File: src/rtl/dev_info_defs.svh
// Constants of the device information status register: offset, fields, resets.
// Included by bare name wherever the macros are used; the guard allows repeats.
//
// Summary of operation
// - Bits 15:10 and bit 5 always read as zero.
// - Bit 9 shows whether frame CRC checking is enabled.
// - A read of this register is served even with a bad CRC.
// - Bit 8 sets on a CRC failure, not on the static CRC sequence.
// - Bits 7:6 hold prior state: 00 cleared, 01 failure, 10 sleep.
// - Failure restarts and wakes from fail-safe set prior state code 01.
// - Sleep entry with uncleared wake flags sets the sleep code.
// - Bit 4 shows software development mode, updated by hardware.
// - Bits 3:2 count watchdog failures, saturating at three.
// - Only the watchdog counter clears itself; other flags wait for host.
// - Bit 1 sets when an invalid SPI command arrives.
// - The invalid command flag clears only by host SPI command or by reset.
// - Bit 0 sets on a detected failure and stays until cleared.
// - Power-on reset zeroes all sixteen bits; soft reset zeroes all but bit 4.
// - Restart zeroes 15:10 and 5, keeps all other bits.
`ifndef DEV_INFO_DEFS_SVH
`define DEV_INFO_DEFS_SVH

// ============================================================
// Address and widths
`define DIS_ADDR_W        7
`define DIS_ADDR          7'h42
`define DIS_DATA_W        16

// ============================================================
// Field positions
`define DIS_CRC_STAT_BIT  9
`define DIS_CRC_FAIL_BIT  8
`define DIS_PRIOR_HI      7
`define DIS_PRIOR_LO      6
`define DIS_SWDEV_BIT     4
`define DIS_WDCNT_HI      3
`define DIS_WDCNT_LO      2
`define DIS_SPI_FAIL_BIT  1
`define DIS_FAILURE_BIT   0

// ============================================================
// Codes and reset values
`define DIS_PRIOR_CLEARED 2'h0
`define DIS_PRIOR_RESTART 2'h1
`define DIS_PRIOR_SLEEP   2'h2
`define DIS_PRIOR_RSVD    2'h3
`define DIS_WDCNT_ZERO    2'h0
`define DIS_WDCNT_MAX     2'h3
`define DIS_RESET_VALUE   16'h0000
`define DIS_KEEP_MASK     16'h03df

`endif

File: src/rtl/dev_info_pkg.sv
// Types of the device information status register.
// Assumes the constants header sits beside it in rtl/.
`include "dev_info_defs.svh"
package dev_info_pkg;
    typedef logic [`DIS_ADDR_W-1:0] reg_addr_t;
    typedef logic [`DIS_DATA_W-1:0] reg_word_t;
    typedef logic [1:0]             wd_count_t;
    typedef enum logic [1:0] {
        PRIOR_CLEARED = `DIS_PRIOR_CLEARED,
        PRIOR_RESTART = `DIS_PRIOR_RESTART,
        PRIOR_SLEEP   = `DIS_PRIOR_SLEEP,
        PRIOR_RSVD    = `DIS_PRIOR_RSVD
    } prior_code_t;
endpackage : dev_info_pkg

File: src/rtl/dev_info_status.sv
// Device information status register with its event capture and read path.
// Assumes an SPI frame decoder on sys_clk hands over decoded commands, and
// device events arrive as one-cycle pulses on sys_clk; the software
// development strap is a pin and is synchronised here.
`timescale 1ns/100ps
`include "dev_info_defs.svh"
module dev_info_status (
    // Clock and power-on reset
    input  wire logic                      sys_clk,
    input  wire logic                      rst,
    // Decoded SPI command from the frame decoder
    input  wire logic                      cmd_valid,
    input  wire dev_info_pkg::reg_addr_t   cmd_addr,
    input  wire logic                      cmd_clear,
    input  wire logic                      cmd_crc_ok,
    input  wire logic                      cmd_crc_static_seq,
    input  wire logic                      cmd_invalid,
    // Device-level reset events
    input  wire logic                      soft_rst_evt,
    input  wire logic                      restart_evt,
    // Device state and events
    input  wire logic                      crc_enabled,
    input  wire logic                      dev_mode_pin,
    input  wire logic                      prior_fail_evt,
    input  wire logic                      prior_sleep_evt,
    input  wire logic                      watchdog_fail_evt,
    input  wire logic                      wd_count_clr_evt,
    input  wire logic                      failure_evt,
    // Read answer
    output logic                           rd_valid_r,
    output dev_info_pkg::reg_word_t        rd_data_r,
    // Status levels for the device
    output logic                           failure_r,
    output logic                           spi_fail_r
);
    import dev_info_pkg::*;

    // ============================================================
    // Storage
    logic                  crc_fail_r;
    prior_code_t           prior_state_code_r;
    wd_count_t             watchdog_failure_count_r;
    logic                  software_development_mode_flag;
    logic                  crc_stat_r;
    logic                  hit;
    logic                  clear_hit;
    logic                  crc_fail_set;
    reg_word_t             status_word;

    // ============================================================
    // Strap synchroniser
    level_sync3 #(
        .WIDTH    (1)
    ) u_swdev_sync (
        .sys_clk  (sys_clk),
        .rst      (rst),
        .async_in (dev_mode_pin),
        .sync_out (software_development_mode_flag)
    );

    // ============================================================
    // Command decode
    // Read of this register is answered whatever the CRC field; a bad CRC still sets the CRC failure flag
    assign hit          = cmd_valid && (cmd_addr == `DIS_ADDR);
    // Clear needs a valid frame when CRC is on, so a corrupt frame cannot wipe flags
    assign clear_hit    = hit && cmd_clear && (cmd_crc_ok || !crc_enabled);
    // Static enable/disable sequence never counts as a CRC failure
    assign crc_fail_set = cmd_valid && crc_enabled && !cmd_crc_ok
                          && !cmd_crc_static_seq;

    // Assembled word; reserved bits tied to zero
    always_comb begin
        status_word                                   = `DIS_RESET_VALUE;
        status_word[`DIS_CRC_STAT_BIT]                = crc_stat_r;
        status_word[`DIS_CRC_FAIL_BIT]                = crc_fail_r;
        status_word[`DIS_PRIOR_HI:`DIS_PRIOR_LO]      = prior_state_code_r;
        status_word[`DIS_SWDEV_BIT]                   = software_development_mode_flag;
        status_word[`DIS_WDCNT_HI:`DIS_WDCNT_LO]      = watchdog_failure_count_r;
        status_word[`DIS_SPI_FAIL_BIT]                = spi_fail_r;
        status_word[`DIS_FAILURE_BIT]                 = failure_r;
    end

    // ============================================================
    // CRC enable mirror
    always_ff @(posedge sys_clk) begin
        if (rst || soft_rst_evt) begin
            crc_stat_r <= 1'b0;
        end else begin
            crc_stat_r <= crc_enabled;
        end
    end

    // CRC failure flag; a new failure beats a clear in the same cycle
    always_ff @(posedge sys_clk) begin
        if (rst || soft_rst_evt) begin
            crc_fail_r <= 1'b0;
        end else if (crc_fail_set) begin
            crc_fail_r <= 1'b1;
        end else if (clear_hit) begin
            crc_fail_r <= 1'b0;
        end
    end

    // ============================================================
    // Prior state code; kept over restart, only a host clear or a reset clears it
    always_ff @(posedge sys_clk) begin
        if (rst || soft_rst_evt) begin
            prior_state_code_r <= PRIOR_CLEARED;
        end else if (prior_fail_evt) begin
            prior_state_code_r <= PRIOR_RESTART;
        end else if (prior_sleep_evt) begin
            prior_state_code_r <= PRIOR_SLEEP;
        end else if (clear_hit) begin
            prior_state_code_r <= PRIOR_CLEARED;
        end
    end

    // ============================================================
    // Watchdog failure counter, saturating; device clears it itself
    always_ff @(posedge sys_clk) begin
        if (rst || soft_rst_evt) begin
            watchdog_failure_count_r <= `DIS_WDCNT_ZERO;
        end else if (watchdog_fail_evt) begin
            if (watchdog_failure_count_r != `DIS_WDCNT_MAX) begin
                watchdog_failure_count_r <= watchdog_failure_count_r + 2'h1;
            end
        end else if (wd_count_clr_evt) begin
            watchdog_failure_count_r <= `DIS_WDCNT_ZERO;
        end
    end

    // ============================================================
    // Invalid command flag; of the internal events only soft reset touches it
    always_ff @(posedge sys_clk) begin
        if (rst || soft_rst_evt) begin
            spi_fail_r <= 1'b0;
        end else if (cmd_invalid) begin
            spi_fail_r <= 1'b1;
        end else if (clear_hit) begin
            spi_fail_r <= 1'b0;
        end
    end

    // Failure flag, sticky until host clear
    always_ff @(posedge sys_clk) begin
        if (rst || soft_rst_evt) begin
            failure_r <= 1'b0;
        end else if (failure_evt) begin
            failure_r <= 1'b1;
        end else if (clear_hit) begin
            failure_r <= 1'b0;
        end
    end

    // ============================================================
    // Read path; restart needs no action since every kept bit is held
    // and every reserved bit is constant zero
    always_ff @(posedge sys_clk) begin
        if (rst || soft_rst_evt) begin
            rd_valid_r <= 1'b0;
            rd_data_r  <= `DIS_RESET_VALUE;
        end else begin
            rd_valid_r <= hit && !cmd_clear;
            if (hit) begin
                rd_data_r <= status_word & `DIS_KEEP_MASK;
            end
        end
    end
endmodule : dev_info_status

File: src/rtl/level_sync3.sv
// Three-stage level synchroniser with agreement filter.
// Assumes the input is asynchronous to sys_clk; output changes only when
// the second and third stages agree.
`timescale 1ns/100ps
module level_sync3 #(
    parameter int WIDTH = 1
) (
    // Clock and reset
    input  wire logic             sys_clk,
    input  wire logic             rst,
    // Level in and filtered level out
    input  wire logic [WIDTH-1:0] async_in,
    output logic      [WIDTH-1:0] sync_out
);
    logic [WIDTH-1:0] meta_r;
    logic [WIDTH-1:0] stage2_r;
    logic [WIDTH-1:0] stage3_r;

    // Refuse widths the per-bit filter cannot serve
    if (WIDTH < 1) begin : g_bad_width
        $error("level_sync3 needs WIDTH of at least 1");
    end

    // Stage one feeds stage two only, to keep metastability contained
    always_ff @(posedge sys_clk) begin
        if (rst) begin
            meta_r   <= '0;
            stage2_r <= '0;
            stage3_r <= '0;
        end else begin
            meta_r   <= async_in;
            stage2_r <= meta_r;
            stage3_r <= stage2_r;
        end
    end

    // Accept a new level only once two stages agree, per bit
    always_ff @(posedge sys_clk) begin
        if (rst) begin
            sync_out <= '0;
        end else begin
            for (int i = 0; i < WIDTH; i++) begin
                if (stage2_r[i] == stage3_r[i]) begin
                    sync_out[i] <= stage3_r[i];
                end
            end
        end
    end
endmodule : level_sync3

File: config.mk
export PLATFORM = sky130hd
export DESIGN_NAME = dev_info_status
export DESIGN_NICKNAME = d
export VERILOG_FILES = /design/src/rtl/dev_info_pkg.sv /design/src/rtl/dev_info_status.sv /design/src/rtl/level_sync3.sv
export VERILOG_INCLUDE_DIRS = /design/src /design/src/rtl
export SDC_FILE = /design/constraint.sdc
export NUM_CORES = 1
export LEC_CHECK = 0
export ABC_CLOCK_PERIOD_IN_PS = 1300
export BUFFER_PORTS_ARGS = -buffer_cell sky130_fd_sc_hd__buf_4
export CORE_MARGIN = 2
export CORE_UTILIZATION = 41
export CTS_CLUSTER_DIAMETER = 40
export DETAILED_ROUTE_END_ITERATION = 8
export PLACE_DENSITY = 0.76
export SKIP_LAST_GASP = 1
export SYNTH_ARGS = -nofsm -noshare
export SYNTH_HDL_FRONTEND = slang
export SYNTH_SLANG_ARGS = --single-unit
export TNS_END_PERCENT = 30
File: constraint.sdc
create_clock -name sys_clk -period 1.3 [get_ports sys_clk]
set_clock_uncertainty 0.2 [all_clocks]
set_input_delay 0.195 -clock sys_clk [delete_from_list [all_inputs] [get_ports sys_clk]]
set_output_delay 0.195 -clock sys_clk [all_outputs]
set_load 0.005 [all_outputs]
==> results.py, run 1 <==
metrics = {
    "placed_design": {
        "gp_congestion": 0.841,
        "dp_cells": 166,
        "io_buffers": 33,
        "hpwl_um": 1670,
    },
    "logic_synthesis": {
        "synth_top_area_share_pct": 46.5,
        "syn_inst": 102,
        "synth_edf_count": 0,
        "synthFlopType": "dfxtp_1",
        "ys_types": 30,
        "synth_area_um2": 947,
        "synth.most_common_cell": "dfxtp_1",
        "synth_common_cells": "dfxtp_1, a21oi_1, nand3_1, o21ai_1, buf_4",
        "syn_area_per_cell_um2": 9.29,
        "ys_seq_area_share_pct": 46.5,
        "ys_seq_elements": 22,
        "ys_warn_count": 0,
        "synthArstFlopShare_pct": 0,
        "yosysTopAreaCell": "dfxtp_1",
        "synthTopCellsByArea": "dfxtp_1, a21oi_1, nand3_1, buf_4, o21ai_1",
    },
    "worst_setup_path": {
        "worstPathRequired_ns": 1.27,
        "crit_path_end_kind": "register",
        "arrival_ns": 1.25,
        "cp_max_fo": 11,
        "crit_path_start_kind": "primary input",
        "critical_path_class": "primary input to register",
    },
    "global_route": {
        "antenna_found_initial": 0,
        "grt_first_pass_wirelength_um": 3510,
        "grt_pass1_vias": 794,
        "grt_usage_pct": 17.8,
        "grt_start_max_net_pins": 13,
        "grt_overflow": 0,
    },
    "clock_network": {
        "clk_path_buf_depth": 2,
        "cts_sinks": 22,
        "cts_inserted_buffers": 3,
        "clkTransAtPathRegs_ns": 0.11,
        "clk_latency_ns": 0.29,
        "htree_levels": 1,
        "tritoncts": "yes",
        "cts-root-buf": "clkbuf_4",
    },
    "timing": {
        "fin_crit_sh_pct": 98.4,
        "slew_violations": 0,
        "fin_crit_ns": 1.28,
        "whs_ns": 0.00961,
        "rsz0062_at_grt": "yes",
        "final_hold_viol_count": 0,
        "setup_viol": 0,
        "fmax_mhz": 782,
    },
    "detailed_routing": {
        "wl_um": 2190,
        "drc": 0,
        "via_count": 888,
        "drtIter0Drc": 23,
        "via_per_inst": 4.93,
        "ant_nets": 0,
        "routedWlPerCell_um": 12.2,
        "first_pass_iters": 4,
    },
    "die": {
        "rows": 17,
        "die_h_um": 52.1,
        "die_area_mm2": 0.00271,
        "coreArea_mm2": 0.00219,
        "start_util_pct": 43.2,
        "top_level_ports": 42,
        "die-width_um": 52.1,
    },
    "job": {
        "cap_violations": 0,
    },
    "layout": {
        "multiInputGateArea_um2": 457,
        "fin_nets": 177,
        "final.fill_count": 192,
        "regArea_um2": 442,
        "drive_gt1_share_pct": 36.2,
        "num_antenna_cells": 0,
        "final_cells": 180,
        "area_growth_pct": 48.3,
    },
    "power": {
        "p_seq_share_pct": 56.3,
        "cellLeakagePower_nw": 0.595,
        "p_sw_uw": 274,
        "power.total_mw": 1.23,
        "internal_power_uw": 958,
        "powerDensity_mw_per_mm2": 877,
        "swShare_pct": 22.2,
        "comb_power_share_pct": 13.7,
        "p_clk_share_pct": 30.0,
        "ir_worst_vdd_mv": 0.562,
    },
    "outcome": {
        "status": "complete, no violations",
    },
    "hold_path": {
        "hold_path_class": "primary input to register",
    },
}
-- state kept, by name (all words and copies together), names as in the netlist --
register                  cells
u_swdev_sync.meta_r           1
spi_fail_r                    1
rd_data_r                     9
u_swdev_sync.stage3_r         1
watchdog_failure_count_r      2
rd_valid_r                    1
prior_state_code_r            2
crc_fail_r                    1
u_swdev_sync.sync_out         1
failure_r                     1
crc_stat_r                    1
u_swdev_sync.stage2_r         1
-- per-stage QoR --
| stage | setup slack [ns] | setup TNS [ns] | utilization [%] | instance area (µm²) |
|---|---|---|---|---|
| 2_1_floorplan | -0.0686 | -0.674 | - | 970 |
| 6_report | 0.0205 | 0 | 64.1 | 1410 |
| 3_3_place_gp | -0.237 | -2.74 | 57.1 | 1250 |
| 4_1_cts | 0.0240 | 0 | 64.1 | 1410 |
| 5_1_grt | -0.0207 | -0.0369 | 64.1 | 1410 |
| 3_5_place_dp | -0.291 | -3.06 | 57.1 | 1250 |
-- critical path, cell delays in order --
cell and delay [ns]:
buf_4 0.12, or4b_4 0.63, nor2_1 0.17, a41oi_1 0.14
-- cell usage in the layout (no fill, tap or decap) --
| cell | synthesis | routed |
|---|---|---|
| inv_1 | 2 | 2 |
| o21a_1 | 2 | 2 |
| nand2b_1 | 4 | 3 |
| ha_2 | 0 | 1 |
| nor4b_2 | 1 | 1 |
| nor3_1 | 1 | 1 |
| nand2_1 | 1 | 1 |
| nor3b_1 | 1 | 1 |
| nand3b_1 | 1 | 1 |
| buf_4 | 7 | 41 |
| dfxtp_2 | 0 | 1 |
| buf_12 | 0 | 1 |
| dlygate4sd3_1 | 0 | 10 |
| conb_1 | 1 | 7 |
| or2_2 | 2 | 1 |
| a21oi_2 | 0 | 1 |
| a41oi_1 | 3 | 3 |
| nand2b_4 | 0 | 1 |
| o211a_1 | 1 | 1 |
| nand4_1 | 1 | 1 |
| nand3_1 | 11 | 11 |
| nand4bb_1 | 1 | 1 |
| a21oi_1 | 12 | 11 |
| and2_1 | 1 | 1 |
| clkbuf_8 | 0 | 1 |
| nor2_1 | 3 | 3 |
| o21ai_1 | 9 | 9 |
| nor4_4 | 1 | 1 |
| nor4bb_1 | 1 | 1 |
| o21ai_0 | 3 | 3 |
| dfxtp_1 | 22 | 21 |
| nor2b_1 | 3 | 3 |
| clkbuf_4 | 0 | 3 |
| or2_4 | 0 | 1 |
| or4b_4 | 1 | 1 |
-- per-layer routing --
layer	routed length, µm	GRT usage, %
met1	910	22.2
met2	1110	29.5
met3	160	5.17
met4	14	5.26
met5	0	0
-- cells by family after synthesis --
family,Yosys count,share of synthesized area [%]
other cells,1,0.396
flops,22,46.5
compound gates,30,18.1
buf+inv,14,9.38
simple gates,34,24.3
fa+ha+maj,1,1.32
-- timing repair --
item,4_1_cts,5_1_grt
endpoints found under the setup margin,1,2
hold buffers,10,0
endpoints found under the hold margin,12,0
setup buffers,0,0
gates cloned,0,0
resized for setup,5,0
pin swaps,1,0
-- final timing paths --
check	from	to	slack (ns)	cells after the start
hold / removal	soft_rst_evt	prior_state_code_r[0]$_SDFFE_PP0P_	0.01	3
hold reg to reg	u_swdev_sync.meta_r$_SDFF_PP0_	u_swdev_sync.stage2_r$_SDFF_PP0_	0.26	1
setup reg to reg	watchdog_failure_count_r[0]$_SDFFE_PP0P_	watchdog_failure_count_r[0]$_SDFFE_PP0P_	0.06	4
setup / recovery	cmd_addr[0]	failure_r$_SDFFE_PP0P_	0.02	4
-- power by group through the flow --
stage / registers, mW / logic [mW] / clock network [mW]
after floorplan: 0.707 / 0.0677 / 0
after CTS: 0.694 / 0.168 / 0.381
final: 0.694 / 0.169 / 0.370
after global routing: 0.696 / 0.184 / 0.411
after detailed placement: 0.709 / 0.140 / 0
after global placement: 0.708 / 0.135 / 0
-- layout make-up --
type / instances / area share [%]
clock buffer: 4 / 2.58
inverter: 2 / 0.534
multi-input combinational: 72 / 32.5
sequential: 22 / 31.4
tap: 28 / 2.49
timing repair buffer: 52 / 30.5
No activity file was read; power rests on OpenSTA's default activity.
==> run 2: changes to the inputs <==
--- a/config.mk
+++ b/config.mk
@@ -6,13 +6,14 @@
 export SDC_FILE = /design/constraint.sdc
 export NUM_CORES = 1
 export LEC_CHECK = 0
+export ABC_AREA = 1
 export ABC_CLOCK_PERIOD_IN_PS = 1300
 export BUFFER_PORTS_ARGS = -buffer_cell sky130_fd_sc_hd__buf_4
 export CORE_MARGIN = 2
 export CORE_UTILIZATION = 41
 export CTS_CLUSTER_DIAMETER = 40
 export DETAILED_ROUTE_END_ITERATION = 8
-export PLACE_DENSITY = 0.76
+export PLACE_DENSITY = 0.75
 export SKIP_LAST_GASP = 1
 export SYNTH_ARGS = -nofsm -noshare
 export SYNTH_HDL_FRONTEND = slang
==> constraint.sdc (replaced) <==
create_clock -name sys_clk -period 1.3 [get_ports sys_clk]
set_clock_uncertainty 0.2 [all_clocks]
set_input_delay 0.13 -clock sys_clk [delete_from_list [all_inputs] [get_ports sys_clk]]
set_output_delay 0.13 -clock sys_clk [all_outputs]
set_load 0.005 [all_outputs]
==> results.py, run 2 <==
metrics = {
    "timing": {
        "final_hold_viol_count": 2,
        "fin_crit_ns": 1.26,
        "slew_violations": 0,
        "fmax_mhz": 797,
        "rsz0062_at_grt": "yes",
        "fin_crit_sh_pct": 96.6,
        "whs_ns": -0.00257,
        "setup_viol": 0,
    },
    "clock_network": {
        "htree_levels": 1,
        "cts_sinks": 22,
        "clk_latency_ns": 0.31,
        "clk_path_buf_depth": 2,
        "cts_inserted_buffers": 3,
        "post_cts_buffers": 0,
        "tritoncts": "yes",
        "clkTransAtPathRegs_ns": 0.12,
        "cts-root-buf": "clkbuf_4",
    },
    "logic_synthesis": {
        "synthFlopType": "dfxtp_1",
        "synth_area_um2": 963,
        "syn_area_per_cell_um2": 7.19,
        "syn_inst": 134,
        "synth_common_cells": "nor2_1, nand2_1, dfxtp_1, inv_1, a21oi_1",
        "synth.most_common_cell": "nor2_1",
        "synth_edf_count": 0,
        "yosysTopAreaCell": "dfxtp_1",
        "ys_seq_area_share_pct": 45.7,
        "synthTopCellsByArea": "dfxtp_1, nor2_1, nand2_1, inv_1, buf_4",
        "synthArstFlopShare_pct": 0,
        "ys_seq_elements": 22,
        "ys_types": 18,
        "ys_warn_count": 0,
        "synth_top_area_share_pct": 45.7,
    },
    "global_route": {
        "antenna_found_initial": 0,
        "grt_pass1_vias": 873,
        "grt_first_pass_wirelength_um": 3530,
        "grt_usage_pct": 17.4,
        "grt_overflow": 0,
        "grt_start_max_net_pins": 13,
    },
    "power": {
        "powerDensity_mw_per_mm2": 856,
        "swShare_pct": 22.7,
        "internal_power_uw": 967,
        "cellLeakagePower_nw": 0.707,
        "comb_power_share_pct": 14.7,
        "p_seq_share_pct": 55.6,
        "ir_worst_vdd_mv": 0.638,
        "p_sw_uw": 284,
        "p_clk_share_pct": 29.7,
    },
    "detailed_routing": {
        "via_per_inst": 4.48,
        "drc": 0,
        "first_pass_iters": 4,
        "via_count": 972,
        "wl_um": 2210,
        "routedWlPerCell_um": 10.2,
        "ant_nets": 0,
        "drtIter0Drc": 14,
    },
    "die": {
        "top_level_ports": 42,
        "die-width_um": 52.5,
        "die_area_mm2": 0.00275,
        "coreArea_mm2": 0.00221,
        "rows": 17,
        "start_util_pct": 43.6,
        "die_h_um": 52.5,
    },
    "layout": {
        "multiInputGateArea_um2": 407,
        "drive_gt1_share_pct": 25.4,
        "num_antenna_cells": 0,
        "area_growth_pct": 51.6,
        "final_common_cell": "buf_4",
        "final_cell_mix": "buf_4, nand2_1, nor2_1",
        "final.fill_count": 192,
        "utilization_pct": 66.0,
        "final_cells": 217,
        "regMostFlops": "rd_data_r",
        "fin_nets": 214,
        "top_regs": "rd_data_r (9), prior_state_code_r (2), watchdog_failure_count_r (2)",
        "largest_register_ff_count": 9,
        "regArea_um2": 442,
    },
    "worst_setup_path": {
        "critical_path_class": "register to register",
        "crit_path_end_kind": "register",
        "crit_path_start_kind": "register",
        "worstPathRequired_ns": 1.30,
        "r2r-end": "watchdog_failure_count_r[1]$_SDFFE_PP0P_",
        "ff2ff_path_depth": 7,
        "arrival_ns": 1.26,
        "r2r_setup_slack_ns": 0.04,
        "cp_max_fo": 4,
        "r2r-start": "watchdog_failure_count_r[0]$_SDFFE_PP0P_",
    },
    "outcome": {
        "violations": "hold timing",
        "status": "finished, violations left",
    },
    "hold_path": {
        "holdPathEnd": "rd_data_r[0]$_SDFFE_PP0P_",
        "hold_path_depth": 5,
        "min_from": "soft_rst_evt",
        "hold_path_class": "primary input to register",
    },
    "job": {
        "cap_violations": 0,
    },
    "placed_design": {
        "hpwl_um": 1570,
        "io_buffers": 33,
        "dp_cells": 197,
        "gp_congestion": 0.735,
    },
}
run 2: cell type report:
| cell class | count | share of cell area, % |
|---|---|---|
| Timing Repair Buffer | 54 | 31.4 |
| Sequential cell | 22 | 30.2 |
| Multi-Input combinational cell | 87 | 27.8 |
| Tap cell | 28 | 2.40 |
| Inverter | 22 | 5.66 |
| Clock buffer | 4 | 2.49 |
run 2: cells by family (layout without fill, tap and decap cells):
group / after synthesis / count (layout) / synth area share (%)
AO/OA/AOI/OAI: 12 / 12 / 6.49
other: 1 / 7 / 0.389
buffers and inverters: 31 / 80 / 15.3
adder cells (fa/ha/maj): 1 / 1 / 1.30
AND/OR/NAND/NOR: 67 / 67 / 30.8
flip-flops: 22 / 22 / 45.7
run 2: per-layer routing:
metal  global-route usage (%)  up-vias  routed length, µm
met5                        0        -                  0
met4                     6.41        0                 32
li1                         -      503                  -
met1                     20.1      429                881
met2                     31.9       36               1190
met3                     2.86        4                108
run 2: what timing repair did:
item	in CTS	in global routing
setup endpoints to repair	1	4
resized for setup	4	1
hold buffers	16	0
pin swaps	0	1
hold endpoints to repair	16	0
run 2: worst max path at each step:
stage	start	to	slack, ns	cells after the start
after global routing	watchdog_failure_count_r[0]$_SDFFE_PP0P_	watchdog_failure_count_r[1]$_SDFFE_PP0P_	-0.02	7
after global placement	watchdog_failure_count_r[0]$_SDFFE_PP0P_	watchdog_failure_count_r[1]$_SDFFE_PP0P_	0.07	7
after CTS	watchdog_failure_count_r[0]$_SDFFE_PP0P_	watchdog_failure_count_r[1]$_SDFFE_PP0P_	0.04	7
final	watchdog_failure_count_r[0]$_SDFFE_PP0P_	watchdog_failure_count_r[1]$_SDFFE_PP0P_	0.04	7
after detailed placement	watchdog_failure_count_r[0]$_SDFFE_PP0P_	watchdog_failure_count_r[1]$_SDFFE_PP0P_	-0.03	7
after floorplan	watchdog_failure_count_r[0]$_SDFFE_PP0P_	watchdog_failure_count_r[1]$_SDFFE_PP0P_	0.07	7
run 2: critical path, cell delays in order, from the launching register on:
cell and delay (ns):
dfxtp_2 0.36, ha_1 0.21, nor2_2 0.11, inv_1 0.06, o21ai_2 0.07, inv_1 0.05
nand2_1 0.05, a21oi_1 0.05
run 2: power groups by stage:
stage	combinational, mW	clock [mW]	sequential [mW]
2_1_floorplan	0.0741	0	0.708
3_3_place_gp	0.133	0	0.709
3_5_place_dp	0.138	0	0.709
4_1_cts	0.179	0.379	0.695
5_1_grt	0.203	0.405	0.696
6_report	0.184	0.372	0.695
run 2: metrics by stage:
step / power, mW / setup TNS (ns) / worst slack [ns] / area (µm²)
final: 1.25 / 0 / 0.0447 / 1460
after global routing: 1.30 / -0.0179 / -0.0171 / 1460
after CTS: 1.25 / 0 / 0.0362 / 1460
after detailed placement: 0.848 / -0.0299 / -0.0299 / 1250
after global placement: 0.842 / 0 / 0.0691 / 1250
after floorplan: 0.782 / 0 / 0.0724 / 986
